**config.mk**
```make
export PLATFORM = sky130hd
export DESIGN_NAME = dbs_debug_support
export DESIGN_NICKNAME = d
export VERILOG_FILES = /design/src/common/dbs_pkg.sv /design/src/rtl/dbs_debug_support.sv
export SDC_FILE = /design/constraint.sdc
export NUM_CORES = 1
export LEC_CHECK = 0
export BUFFER_PORTS_ARGS = -buffer_cell sky130_fd_sc_hd__clkbuf_2
export CAP_MARGIN = 20
export CORE_UTILIZATION = 43
export CTS_CLUSTER_SIZE = 10
export DETAILED_ROUTE_END_ITERATION = 7
export GPL_TIMING_DRIVEN = 0
export PLACE_DENSITY = 0.8
export SYNTH_ARGS = -nofsm -noshare
export SYNTH_HDL_FRONTEND = slang
export SYNTH_SLANG_ARGS = --single-unit
```
**constraint.sdc**
```tcl
create_clock -name core_clk_in -period 2.03 [get_ports core_clk_in]
set_input_delay 0.406 -clock core_clk_in [delete_from_list [all_inputs] [get_ports core_clk_in]]
set_output_delay 0.406 -clock core_clk_in [all_outputs]
set_load 0.01 [all_outputs]
```
**src/common/dbs_pkg.sv**
```systemverilog
// Purpose: Shared constants and carrier types for the debug support block
// Assumes: AXI4-Lite slave, 32-bit data, one register per aligned word
// Notes: Register offsets are word indices; byte address is four times the index
`default_nettype none
package dbs_pkg;
  // Bus geometry
  localparam int AXI_ADDR_W = 20;
  localparam int AXI_DATA_W = 32;
  localparam int REG_IDX_W = AXI_ADDR_W - 2;

  // Register word indices and their byte addresses
  localparam logic [REG_IDX_W-1:0] ABORT_GEN_IDX = 18'h0_fde8;
  localparam logic [REG_IDX_W-1:0] IRQ_SRC_IDX = 18'h0_fdea;
  localparam logic [REG_IDX_W-1:0] DBG_CFG_IDX = 18'h0_ff16;
  localparam logic [AXI_ADDR_W-1:0] ABORT_GEN_ADDR = {ABORT_GEN_IDX, 2'b00};
  localparam logic [AXI_ADDR_W-1:0] IRQ_SRC_ADDR = {IRQ_SRC_IDX, 2'b00};
  localparam logic [AXI_ADDR_W-1:0] DBG_CFG_ADDR = {DBG_CFG_IDX, 2'b00};

  // Field positions
  localparam int ABORT_P0_BIT = 0;
  localparam int SRC_RX_BIT = 0;
  localparam int SRC_ABORT_BIT = 1;
  localparam int CFG_ON_BIT = 0;
  localparam int CFG_FREEZE_BIT = 1;
  localparam int CFG_BREAK_LINE_ENABLE_BIT = 2;

  // Implemented bits and reset values
  localparam logic [15:0] IRQ_SRC_MASK = 16'h0003;
  localparam logic [15:0] IRQ_SRC_RESET = 16'h0000;
  localparam logic [7:0] DBG_CFG_MASK = 8'h07;
  localparam logic [7:0] DBG_CFG_RESET = 8'h00;

  // Reset indication pulse length in core clock cycles
  localparam int RESET_PULSE_OUTPUT_MIN_CYC = 3;
  localparam int RESET_PULSE_OUTPUT_CNT_W = 4;

  // AXI response codes
  localparam logic [1:0] RESP_OKAY = 2'b00;
  localparam logic [1:0] RESP_SLVERR = 2'b10;

  typedef enum logic [1:0] {SEL_NONE, SEL_ABORT, SEL_SRC, SEL_CFG} dbs_reg_sel_t;
  typedef enum logic [1:0] {BUS_IDLE, BUS_BRESP, BUS_RRESP} dbs_bus_st_t;

  // Master to slave
  typedef struct packed {
    logic awvalid;
    logic [AXI_ADDR_W-1:0] awaddr;
    logic wvalid;
    logic [AXI_DATA_W-1:0] wdata;
    logic [3:0] wstrb;
    logic bready;
    logic arvalid;
    logic [AXI_ADDR_W-1:0] araddr;
    logic rready;
  } dbs_axil_req_t;

  // Slave to master
  typedef struct packed {
    logic awready;
    logic wready;
    logic bvalid;
    logic [1:0] bresp;
    logic arready;
    logic rvalid;
    logic [AXI_DATA_W-1:0] rdata;
    logic [1:0] rresp;
  } dbs_axil_rsp_t;
endpackage
`default_nettype wire

```
**src/rtl/dbs_debug_support.sv**
```systemverilog
// Purpose: Abort generation, emulator interrupt sources, break/reset shared pin and output-disable strap
// Assumes: All inputs synchronous to core_clk_in; event inputs are one-cycle pulses
// Notes: Break line is active low on the shared pin; the pin is pulled high externally
`default_nettype none
// Operation
// - Writing one to abort_generate bit 0 raises an abort towards processor zero.
// - Writing zero to abort_generate bit 0 does nothing and raises no interrupt.
// - Source flags reset to zero; write one clears a bit, zero leaves it.
// - Flag bit 0 sets on a receive data-link event and stays until cleared.
// - Flag bit 1 sets on debugger abort command or abort_generate write.
// - Flag bits 7 to 2 are reserved, read zero, do nothing.
// - Debugger reset instruction always recovers by resetting the whole device.
// - Emulator interrupt is non-maskable and fires on a rising edge.
// - Emulator interrupt is asserted only for receive and abort events.
// - Emulator interrupt is delivered only while debug enable is one.
// - Break line counts only in development environment with both enables set.
// - Break during fetch stops on that instruction only if it executes.
// - Shared pin is driven low as a pulse whenever the core is in reset, no bus select strobe is active and the strap has not set high impedance.
// - Shared pin is an input while any bus select strobe is active.
// - With no bus activity, reset drives the pin low for at least three cycles.
// - Output-disable strap is sampled once after power-up in normal or onboard use.
// - Strap sampled high places the outputs in high impedance.
module dbs_debug_support #(
  parameter int RESET_PULSE_OUTPUT_MIN_CYC = dbs_pkg::RESET_PULSE_OUTPUT_MIN_CYC
) (
  input wire logic core_clk_in, // Core clock, 100 MHz
  input wire logic rstn_in, // Asynchronous reset, active low
  input wire dbs_pkg::dbs_axil_req_t axil_req_in, // AXI4-Lite master signals
  output dbs_pkg::dbs_axil_rsp_t axil_rsp_out, // AXI4-Lite slave signals
  input wire logic dev_env_in, // Development environment
  input wire logic onboard_env_in, // Onboard environment
  input wire logic rx_event_in, // Receive data-link event pulse
  input wire logic dbg_abort_cmd_in, // Debugger abort command pulse
  input wire logic dbg_reset_cmd_in, // Debugger reset instruction pulse
  input wire logic core_in_reset_in, // Core held in reset, any source
  input wire logic io_expansion_select_in, // I/O expansion select strobe
  input wire logic zone0_select_in, // Zone 0 select strobe
  input wire logic zone1_select_in, // Zone 1 select strobe
  input wire logic instr_fetch_in, // Instruction fetch strobe
  input wire logic instr_exec_in, // Fetched instruction executes
  input wire logic instr_flush_in, // Fetched instruction discarded
  input wire logic output_disable_strap_in, // Output-disable strap level
  input wire logic brk_pin_in, // Shared pin level, break active low
  output logic brk_pin_out, // Shared pin drive value
  output logic brk_pin_oe_out, // Shared pin output enable
  output logic emulator_interrupt_out, // Emulator interrupt pulse to core
  output logic abort_p0_out, // Abort pulse towards processor 0
  output logic core_break_out, // Break request pulse to core
  output logic device_reset_req_out, // Whole-device reset request pulse
  output logic freeze_out, // Freeze control level
  output logic outputs_hiz_out // All outputs to high impedance
);

  // Elaboration check on the pulse length
  if (RESET_PULSE_OUTPUT_MIN_CYC < 1 || RESET_PULSE_OUTPUT_MIN_CYC >= (1 << dbs_pkg::RESET_PULSE_OUTPUT_CNT_W)) begin : g_chk
    $error("RESET_PULSE_OUTPUT_MIN_CYC out of range");
  end

  localparam logic [dbs_pkg::RESET_PULSE_OUTPUT_CNT_W-1:0] RESET_PULSE_OUTPUT_INIT = dbs_pkg::RESET_PULSE_OUTPUT_CNT_W'(RESET_PULSE_OUTPUT_MIN_CYC);

  typedef struct packed {
    dbs_pkg::dbs_bus_st_t bus;
    logic aw_got;
    logic w_got;
    logic [dbs_pkg::AXI_ADDR_W-1:0] waddr;
    logic [dbs_pkg::AXI_DATA_W-1:0] wdata;
    logic [3:0] wstrb;
    logic [1:0] bresp;
    logic [dbs_pkg::AXI_DATA_W-1:0] rdata;
    logic [1:0] rresp;
    logic [15:0] flags;
    logic [7:0] cfg;
    logic ise_prev;
    logic ise_pulse;
    logic abort_pulse;
    logic [dbs_pkg::RESET_PULSE_OUTPUT_CNT_W-1:0] reset_pulse_output_cnt;
    logic brk_pend;
    logic brk_fire;
    logic rst_req;
    logic strap_done;
    logic hiz;
  } dbs_state_t;

  dbs_state_t st_r;
  dbs_state_t st_nxt;

  logic awready;
  logic wready;
  logic arready;
  logic sel_any;
  logic on_gate;
  logic ise_level;
  logic brk_enabled;
  logic reset_pulse_output_active;
  logic abort_wr_hit;
  logic [15:0] src_clr;
  logic [15:0] src_set;

  // Register decode shared by read and write paths
  function automatic dbs_pkg::dbs_reg_sel_t reg_sel(input logic [dbs_pkg::AXI_ADDR_W-1:0] addr);
    if (addr[dbs_pkg::AXI_ADDR_W-1:2] == dbs_pkg::ABORT_GEN_IDX) begin
      return dbs_pkg::SEL_ABORT;
    end else if (addr[dbs_pkg::AXI_ADDR_W-1:2] == dbs_pkg::IRQ_SRC_IDX) begin
      return dbs_pkg::SEL_SRC;
    end else if (addr[dbs_pkg::AXI_ADDR_W-1:2] == dbs_pkg::DBG_CFG_IDX) begin
      return dbs_pkg::SEL_CFG;
    end else begin
      return dbs_pkg::SEL_NONE;
    end
  endfunction

  // Handshake readies; a read waits while a write is being collected
  assign awready = (st_r.bus == dbs_pkg::BUS_IDLE) && !st_r.aw_got;
  assign wready = (st_r.bus == dbs_pkg::BUS_IDLE) && !st_r.w_got;
  assign arready = (st_r.bus == dbs_pkg::BUS_IDLE) && !st_r.aw_got && !st_r.w_got &&
                   !axil_req_in.awvalid && !axil_req_in.wvalid;

  // Gating terms
  assign sel_any = io_expansion_select_in | zone0_select_in | zone1_select_in;
  assign on_gate = st_r.cfg[dbs_pkg::CFG_ON_BIT] & (dev_env_in | onboard_env_in);
  assign ise_level = on_gate & (st_r.flags[dbs_pkg::SRC_RX_BIT] | st_r.flags[dbs_pkg::SRC_ABORT_BIT]);
  assign brk_enabled = dev_env_in & st_r.cfg[dbs_pkg::CFG_ON_BIT] & st_r.cfg[dbs_pkg::CFG_BREAK_LINE_ENABLE_BIT] &
                       sel_any & !brk_pin_in;
  assign reset_pulse_output_active = core_in_reset_in | (st_r.reset_pulse_output_cnt != '0);

  // Next-state logic
  always_comb begin
    st_nxt = st_r;
    abort_wr_hit = 1'b0;
    src_clr = '0;
    src_set = '0;
    st_nxt.abort_pulse = 1'b0;
    // Address and data may arrive in either order
    if (axil_req_in.awvalid && awready) begin
      st_nxt.aw_got = 1'b1;
      st_nxt.waddr = axil_req_in.awaddr;
    end
    if (axil_req_in.wvalid && wready) begin
      st_nxt.w_got = 1'b1;
      st_nxt.wdata = axil_req_in.wdata;
      st_nxt.wstrb = axil_req_in.wstrb;
    end
    case (st_r.bus)
      dbs_pkg::BUS_IDLE: begin
        if (st_r.aw_got && st_r.w_got) begin
          st_nxt.aw_got = 1'b0;
          st_nxt.w_got = 1'b0;
          st_nxt.bus = dbs_pkg::BUS_BRESP;
          st_nxt.bresp = dbs_pkg::RESP_OKAY;
          case (reg_sel(st_r.waddr))
            dbs_pkg::SEL_ABORT: begin
              abort_wr_hit = st_r.wstrb[0] & st_r.wdata[dbs_pkg::ABORT_P0_BIT];
            end
            dbs_pkg::SEL_SRC: begin
              if (st_r.wstrb[0]) begin
                src_clr = {8'h00, st_r.wdata[7:0]} & dbs_pkg::IRQ_SRC_MASK;
              end
            end
            dbs_pkg::SEL_CFG: begin
              if (st_r.wstrb[0]) begin
                st_nxt.cfg = st_r.wdata[7:0] & dbs_pkg::DBG_CFG_MASK;
              end
            end
            default: begin
              st_nxt.bresp = dbs_pkg::RESP_SLVERR;
            end
          endcase
        end else if (axil_req_in.arvalid && arready) begin
          st_nxt.bus = dbs_pkg::BUS_RRESP;
          st_nxt.rresp = dbs_pkg::RESP_OKAY;
          st_nxt.rdata = '0;
          case (reg_sel(axil_req_in.araddr))
            dbs_pkg::SEL_ABORT: begin
              st_nxt.rdata = '0;
            end
            dbs_pkg::SEL_SRC: begin
              st_nxt.rdata = {16'h0000, st_r.flags & dbs_pkg::IRQ_SRC_MASK};
            end
            dbs_pkg::SEL_CFG: begin
              st_nxt.rdata = {24'h00_0000, st_r.cfg};
            end
            default: begin
              st_nxt.rresp = dbs_pkg::RESP_SLVERR;
            end
          endcase
        end
      end
      dbs_pkg::BUS_BRESP: begin
        if (axil_req_in.bready) begin
          st_nxt.bus = dbs_pkg::BUS_IDLE;
        end
      end
      dbs_pkg::BUS_RRESP: begin
        if (axil_req_in.rready) begin
          st_nxt.bus = dbs_pkg::BUS_IDLE;
        end
      end
      default: begin
        st_nxt.bus = dbs_pkg::BUS_IDLE;
      end
    endcase
    // Interrupt source flags, set beats clear
    src_set[dbs_pkg::SRC_RX_BIT] = rx_event_in;
    src_set[dbs_pkg::SRC_ABORT_BIT] = abort_wr_hit | dbg_abort_cmd_in;
    st_nxt.flags = ((st_r.flags & ~src_clr) | src_set) & dbs_pkg::IRQ_SRC_MASK;
    st_nxt.abort_pulse = abort_wr_hit;
    // Rising-edge emulator interrupt pulse
    st_nxt.ise_prev = ise_level;
    st_nxt.ise_pulse = ise_level & !st_r.ise_prev;
    // Reset indication stretch
    if (core_in_reset_in) begin
      st_nxt.reset_pulse_output_cnt = RESET_PULSE_OUTPUT_INIT;
    end else if (st_r.reset_pulse_output_cnt != '0) begin
      st_nxt.reset_pulse_output_cnt = st_r.reset_pulse_output_cnt - 1'b1;
    end
    // Break request held from fetch until execute or flush
    st_nxt.brk_fire = st_r.brk_pend & instr_exec_in;
    if (instr_exec_in || instr_flush_in) begin
      st_nxt.brk_pend = 1'b0;
    end
    if (instr_fetch_in) begin
      st_nxt.brk_pend = brk_enabled;
    end
    // Debugger reset instruction becomes a device reset request
    st_nxt.rst_req = dbg_reset_cmd_in;
    // One-time strap capture after reset release
    if (!st_r.strap_done) begin
      st_nxt.strap_done = 1'b1;
      st_nxt.hiz = output_disable_strap_in & !dev_env_in;
    end
  end

  // State register
  always_ff @(posedge core_clk_in or negedge rstn_in) begin
    if (!rstn_in) begin
      st_r <= '0;
      st_r.bus <= dbs_pkg::BUS_IDLE;
      st_r.flags <= dbs_pkg::IRQ_SRC_RESET;
      st_r.cfg <= dbs_pkg::DBG_CFG_RESET;
      st_r.reset_pulse_output_cnt <= RESET_PULSE_OUTPUT_INIT;
    end else begin
      st_r <= st_nxt;
    end
  end

  // Bus answers
  always_comb begin
    axil_rsp_out = '0;
    axil_rsp_out.awready = awready;
    axil_rsp_out.wready = wready;
    axil_rsp_out.arready = arready;
    axil_rsp_out.bvalid = (st_r.bus == dbs_pkg::BUS_BRESP);
    axil_rsp_out.bresp = st_r.bresp;
    axil_rsp_out.rvalid = (st_r.bus == dbs_pkg::BUS_RRESP);
    axil_rsp_out.rdata = st_r.rdata;
    axil_rsp_out.rresp = st_r.rresp;
  end

  // Pin and core-side outputs
  assign brk_pin_out = 1'b0;
  assign brk_pin_oe_out = reset_pulse_output_active & !sel_any & !st_r.hiz;
  assign emulator_interrupt_out = st_r.ise_pulse;
  assign abort_p0_out = st_r.abort_pulse;
  assign core_break_out = st_r.brk_fire;
  assign device_reset_req_out = st_r.rst_req;
  assign freeze_out = st_r.cfg[dbs_pkg::CFG_FREEZE_BIT];
  assign outputs_hiz_out = st_r.hiz;
endmodule
`default_nettype wire

```
==> summary.txt <==
Post-Layout Cell Count = 401
Post-Synthesis Cell Area = 0.00238 mm²
Clock Root Buffer = clkbuf_8
Cell taking the most area after synthesis = dfrtp_1
CP max stage delay = 530 ps
Final critical-path required period = 1960 ps
Most common cell after layout, fill and taps aside = clkbuf_2
Number of global-route vias before repair = 1703
Largest net degree at the start of global routing = 36
Layout Skew = 3.97 ps
WP data required = 1620 ps
Critical path capture point type = output port
Reg clk slew, reported paths = 80 ps
Initial Util = 45.8%
Post-Route WL = 4430 µm
Switching share of power = 29.3%
CTS Hold Bufs = 0
Chip width = 76.4 µm
Drt first pass iters = 4
Gp weighted congestion = 0.769
Status = completed
Initial antenna violation count = 0
Post-synth EDFFs = 0
Total Nets Final = 428
Unique masters post-synth = 41
Port bufs = 77
HPWL after DPL = 3590 µm
Placed insts = 393
Clock share of power = 19.7%
Worst-margin pin slew = 619 ps
Drt drc = 0
Clock buffer depth = 2
Register area share after synthesis = 50.5%
Critical path, cell by cell = inv_1 -> ha_2 -> nor3b_2 -> a21oi_1 -> clkbuf_2
N_diodes = 0
Top-area cell type share of the netlist area = 48.3%
Maximum VDD drop = 664 µV
Fin. max-slew vios = 0
Buffers & Inverters on Critical Path = 2
Power density over the cells = 928 mW/mm²
Crit Path Max Fanout = 4
Top cells by area, synth = dfrtp_1, buf_4, mux2_2
Area grow syn2layout = 30.3%
CTS tree = done
Hold Slack = 22.0 ps
Worst setup path class = reg2out
Total CTS buffers = 5
Pre-CTS WS = 53.7 ps
Top_reg_cell synth = dfrtp_1
Full die area = 0.00584 mm²
Die span in y = 76.4 µm
ANT nets after route = 0
Final setup fails = 0
GR Overflow Total = 0
Mean Syn Cell Area = 11.1 µm²
DR vias/cell = 4.44
Fraction of registers with async set/reset = 100%
Tightest Hold Check Type = in2async
IO Pins = 146
Setup TNS Final = 0 ps
CP delay by family, top = flip-flops
Psw = 0.843 mW
DR WL/cell = 11.0 µm
Slew Limit Headroom = 58.2%
Proportion of layout cells with a drive suffix above 1 = 48.6%
Max_cap viols = 0
Flops & latches, synth = 48
Worst-skew pair later-pin latency = 290 ps
First-pass GRT wire length = 7430 µm
Starting DRC count in detailed routing = 22
Gate Count Post-Synth = 214
Slowest-stage cell, CP = dfstp_2
Row cnt = 26
Leak Pwr = 1.60 nW
Tot GR Track Use = 16.0%
H-Tree Level Count = 2
Num Clock Sinks = 48
Final hold vios = 0
Overall power = 2.88 mW
RSZ-0062 raised after global routing = yes
Final WS setup = 74.7 ps
Total internal power = 2.04 mW
Reg power frac = 50.5%
Postcts setup bufs = 0
Final worst path period share = 96.3%
CP startpoint kind = flop
Commonest cells after routing, fill and taps aside = clkbuf_2, dfrtp_1, buf_4
Comb power frac = 29.8%
Via count = 1782
Core Region = 0.00520 mm²
Max Fclk = 0.511 GHz
Synth warn = 0
Critical Path AT = 1550 ps
==> what timing repair did <==
item,CTS,global route
pin swaps,0,0
gates resized for setup,1,4
setup endpoints to repair,1,5
==> metal layers <==
metal  wire length (µm)  global-route usage, %  up-vias
met2               2320                   28.5       60
met5                  0                      0        -
met4                  0                   3.46        0
li1                   -                      -      910
met3                289                   5.15        0
met1               1820                   18.7      812
==> final timing paths <==
| check | start | to | slack, ps | cells after the start |
|---|---|---|---|---|
| max | st_r[5] | brk_pin_oe_out | 70 | 5 |
| max in group asynchronous | rstn_in | st_r[128] | 1500 | 2 |
| min | rstn_in | st_r[115] | 20 | 1 |
| min in group core_clk_in | dbg_reset_cmd_in | device_reset_req_out | 220 | 1 |
| min reg2reg | st_r[11] | emulator_interrupt_out | 400 | 1 |
| max reg2reg | st_r[115] | st_r[12] | 100 | 4 |
==> layout make-up <==
cell class | instances | area [µm²]
clock buffer | 8 | 90.1
fill | 489 | 2100
buffer | 43 | 314
sequential | 48 | 1200
tap | 70 | 87.6
inverter | 7 | 26.3
multi-input combinational | 147 | 976
timing repair buffer | 78 | 405
==> registers in the layout, indices dropped and copies added (netlist names) <==
name / flops
emulator_interrupt_out: 1
outputs_hiz_out: 1
st_r: 37
axil_rsp_out: 5
abort_p0_out: 1
freeze_out: 1
core_break_out: 1
device_reset_req_out: 1
==> metrics by stage <==
step | instance area [µm²] | utilization [%]
floorplan | 2500 | -
CTS | 3090 | 59.3
global placement | 2970 | 57.1
detailed placement | 2990 | 57.5
finish | 3100 | 59.6
global route | 3100 | 59.6
==> worst reg2reg max path: stages, from the launching register on <==
cell	delay, ps
dfrtp_1	400
or4b_1	520
or3_1	360
nor2_2	180
mux2_2	360
==> power groups by stage <==
| stage | Clock [mW] | Combinational, mW | Sequential [mW] |
|---|---|---|---|
| 3_3_place_gp | 0 | 0.825 | 1.44 |
| 4_1_cts | 0.598 | 0.862 | 1.45 |
| 6_report | 0.568 | 0.858 | 1.45 |
| 3_5_place_dp | 0 | 0.858 | 1.47 |
| 2_1_floorplan | 0 | 0.653 | 1.40 |
| 5_1_grt | 0.633 | 0.951 | 1.50 |
==> Yosys cell counts (2+ instances only) <==
master	count
dfrtp_1	46
buf_4	40
mux2_2	24
nand2_1	14
a21oi_1	8
nor2_1	8
nor3_1	8
inv_1	7
and2_1	4
nand2b_1	4
o31ai_1	4
nand4_1	3
o21ai_0	3
a21o_1	2
a22oi_1	2
and4_1	2
buf_2	2
conb_1	2
dfstp_2	2
nand3_1	2
nand4b_1	2
nor2b_1	2
nor3b_1	2
nor4b_1	2
or3_1	2
or4b_1	2
==> cell families (layout without fill, tap and decap cells) <==
group | after synthesis | count (layout) | share of synthesized area, %
other | 2 | 33 | 0.315
buffers and inverters | 50 | 136 | 14.3
and+or+nand+nor | 65 | 65 | 16.3
adders and majority gates | 1 | 1 | 0.525
xor gates and xnor gates | 1 | 1 | 0.368
AOI/OAI and AO/OA | 23 | 23 | 6.30
DFF | 48 | 48 | 50.5
muxes | 24 | 24 | 11.3
No activity file was read; power rests on OpenSTA's default activity.
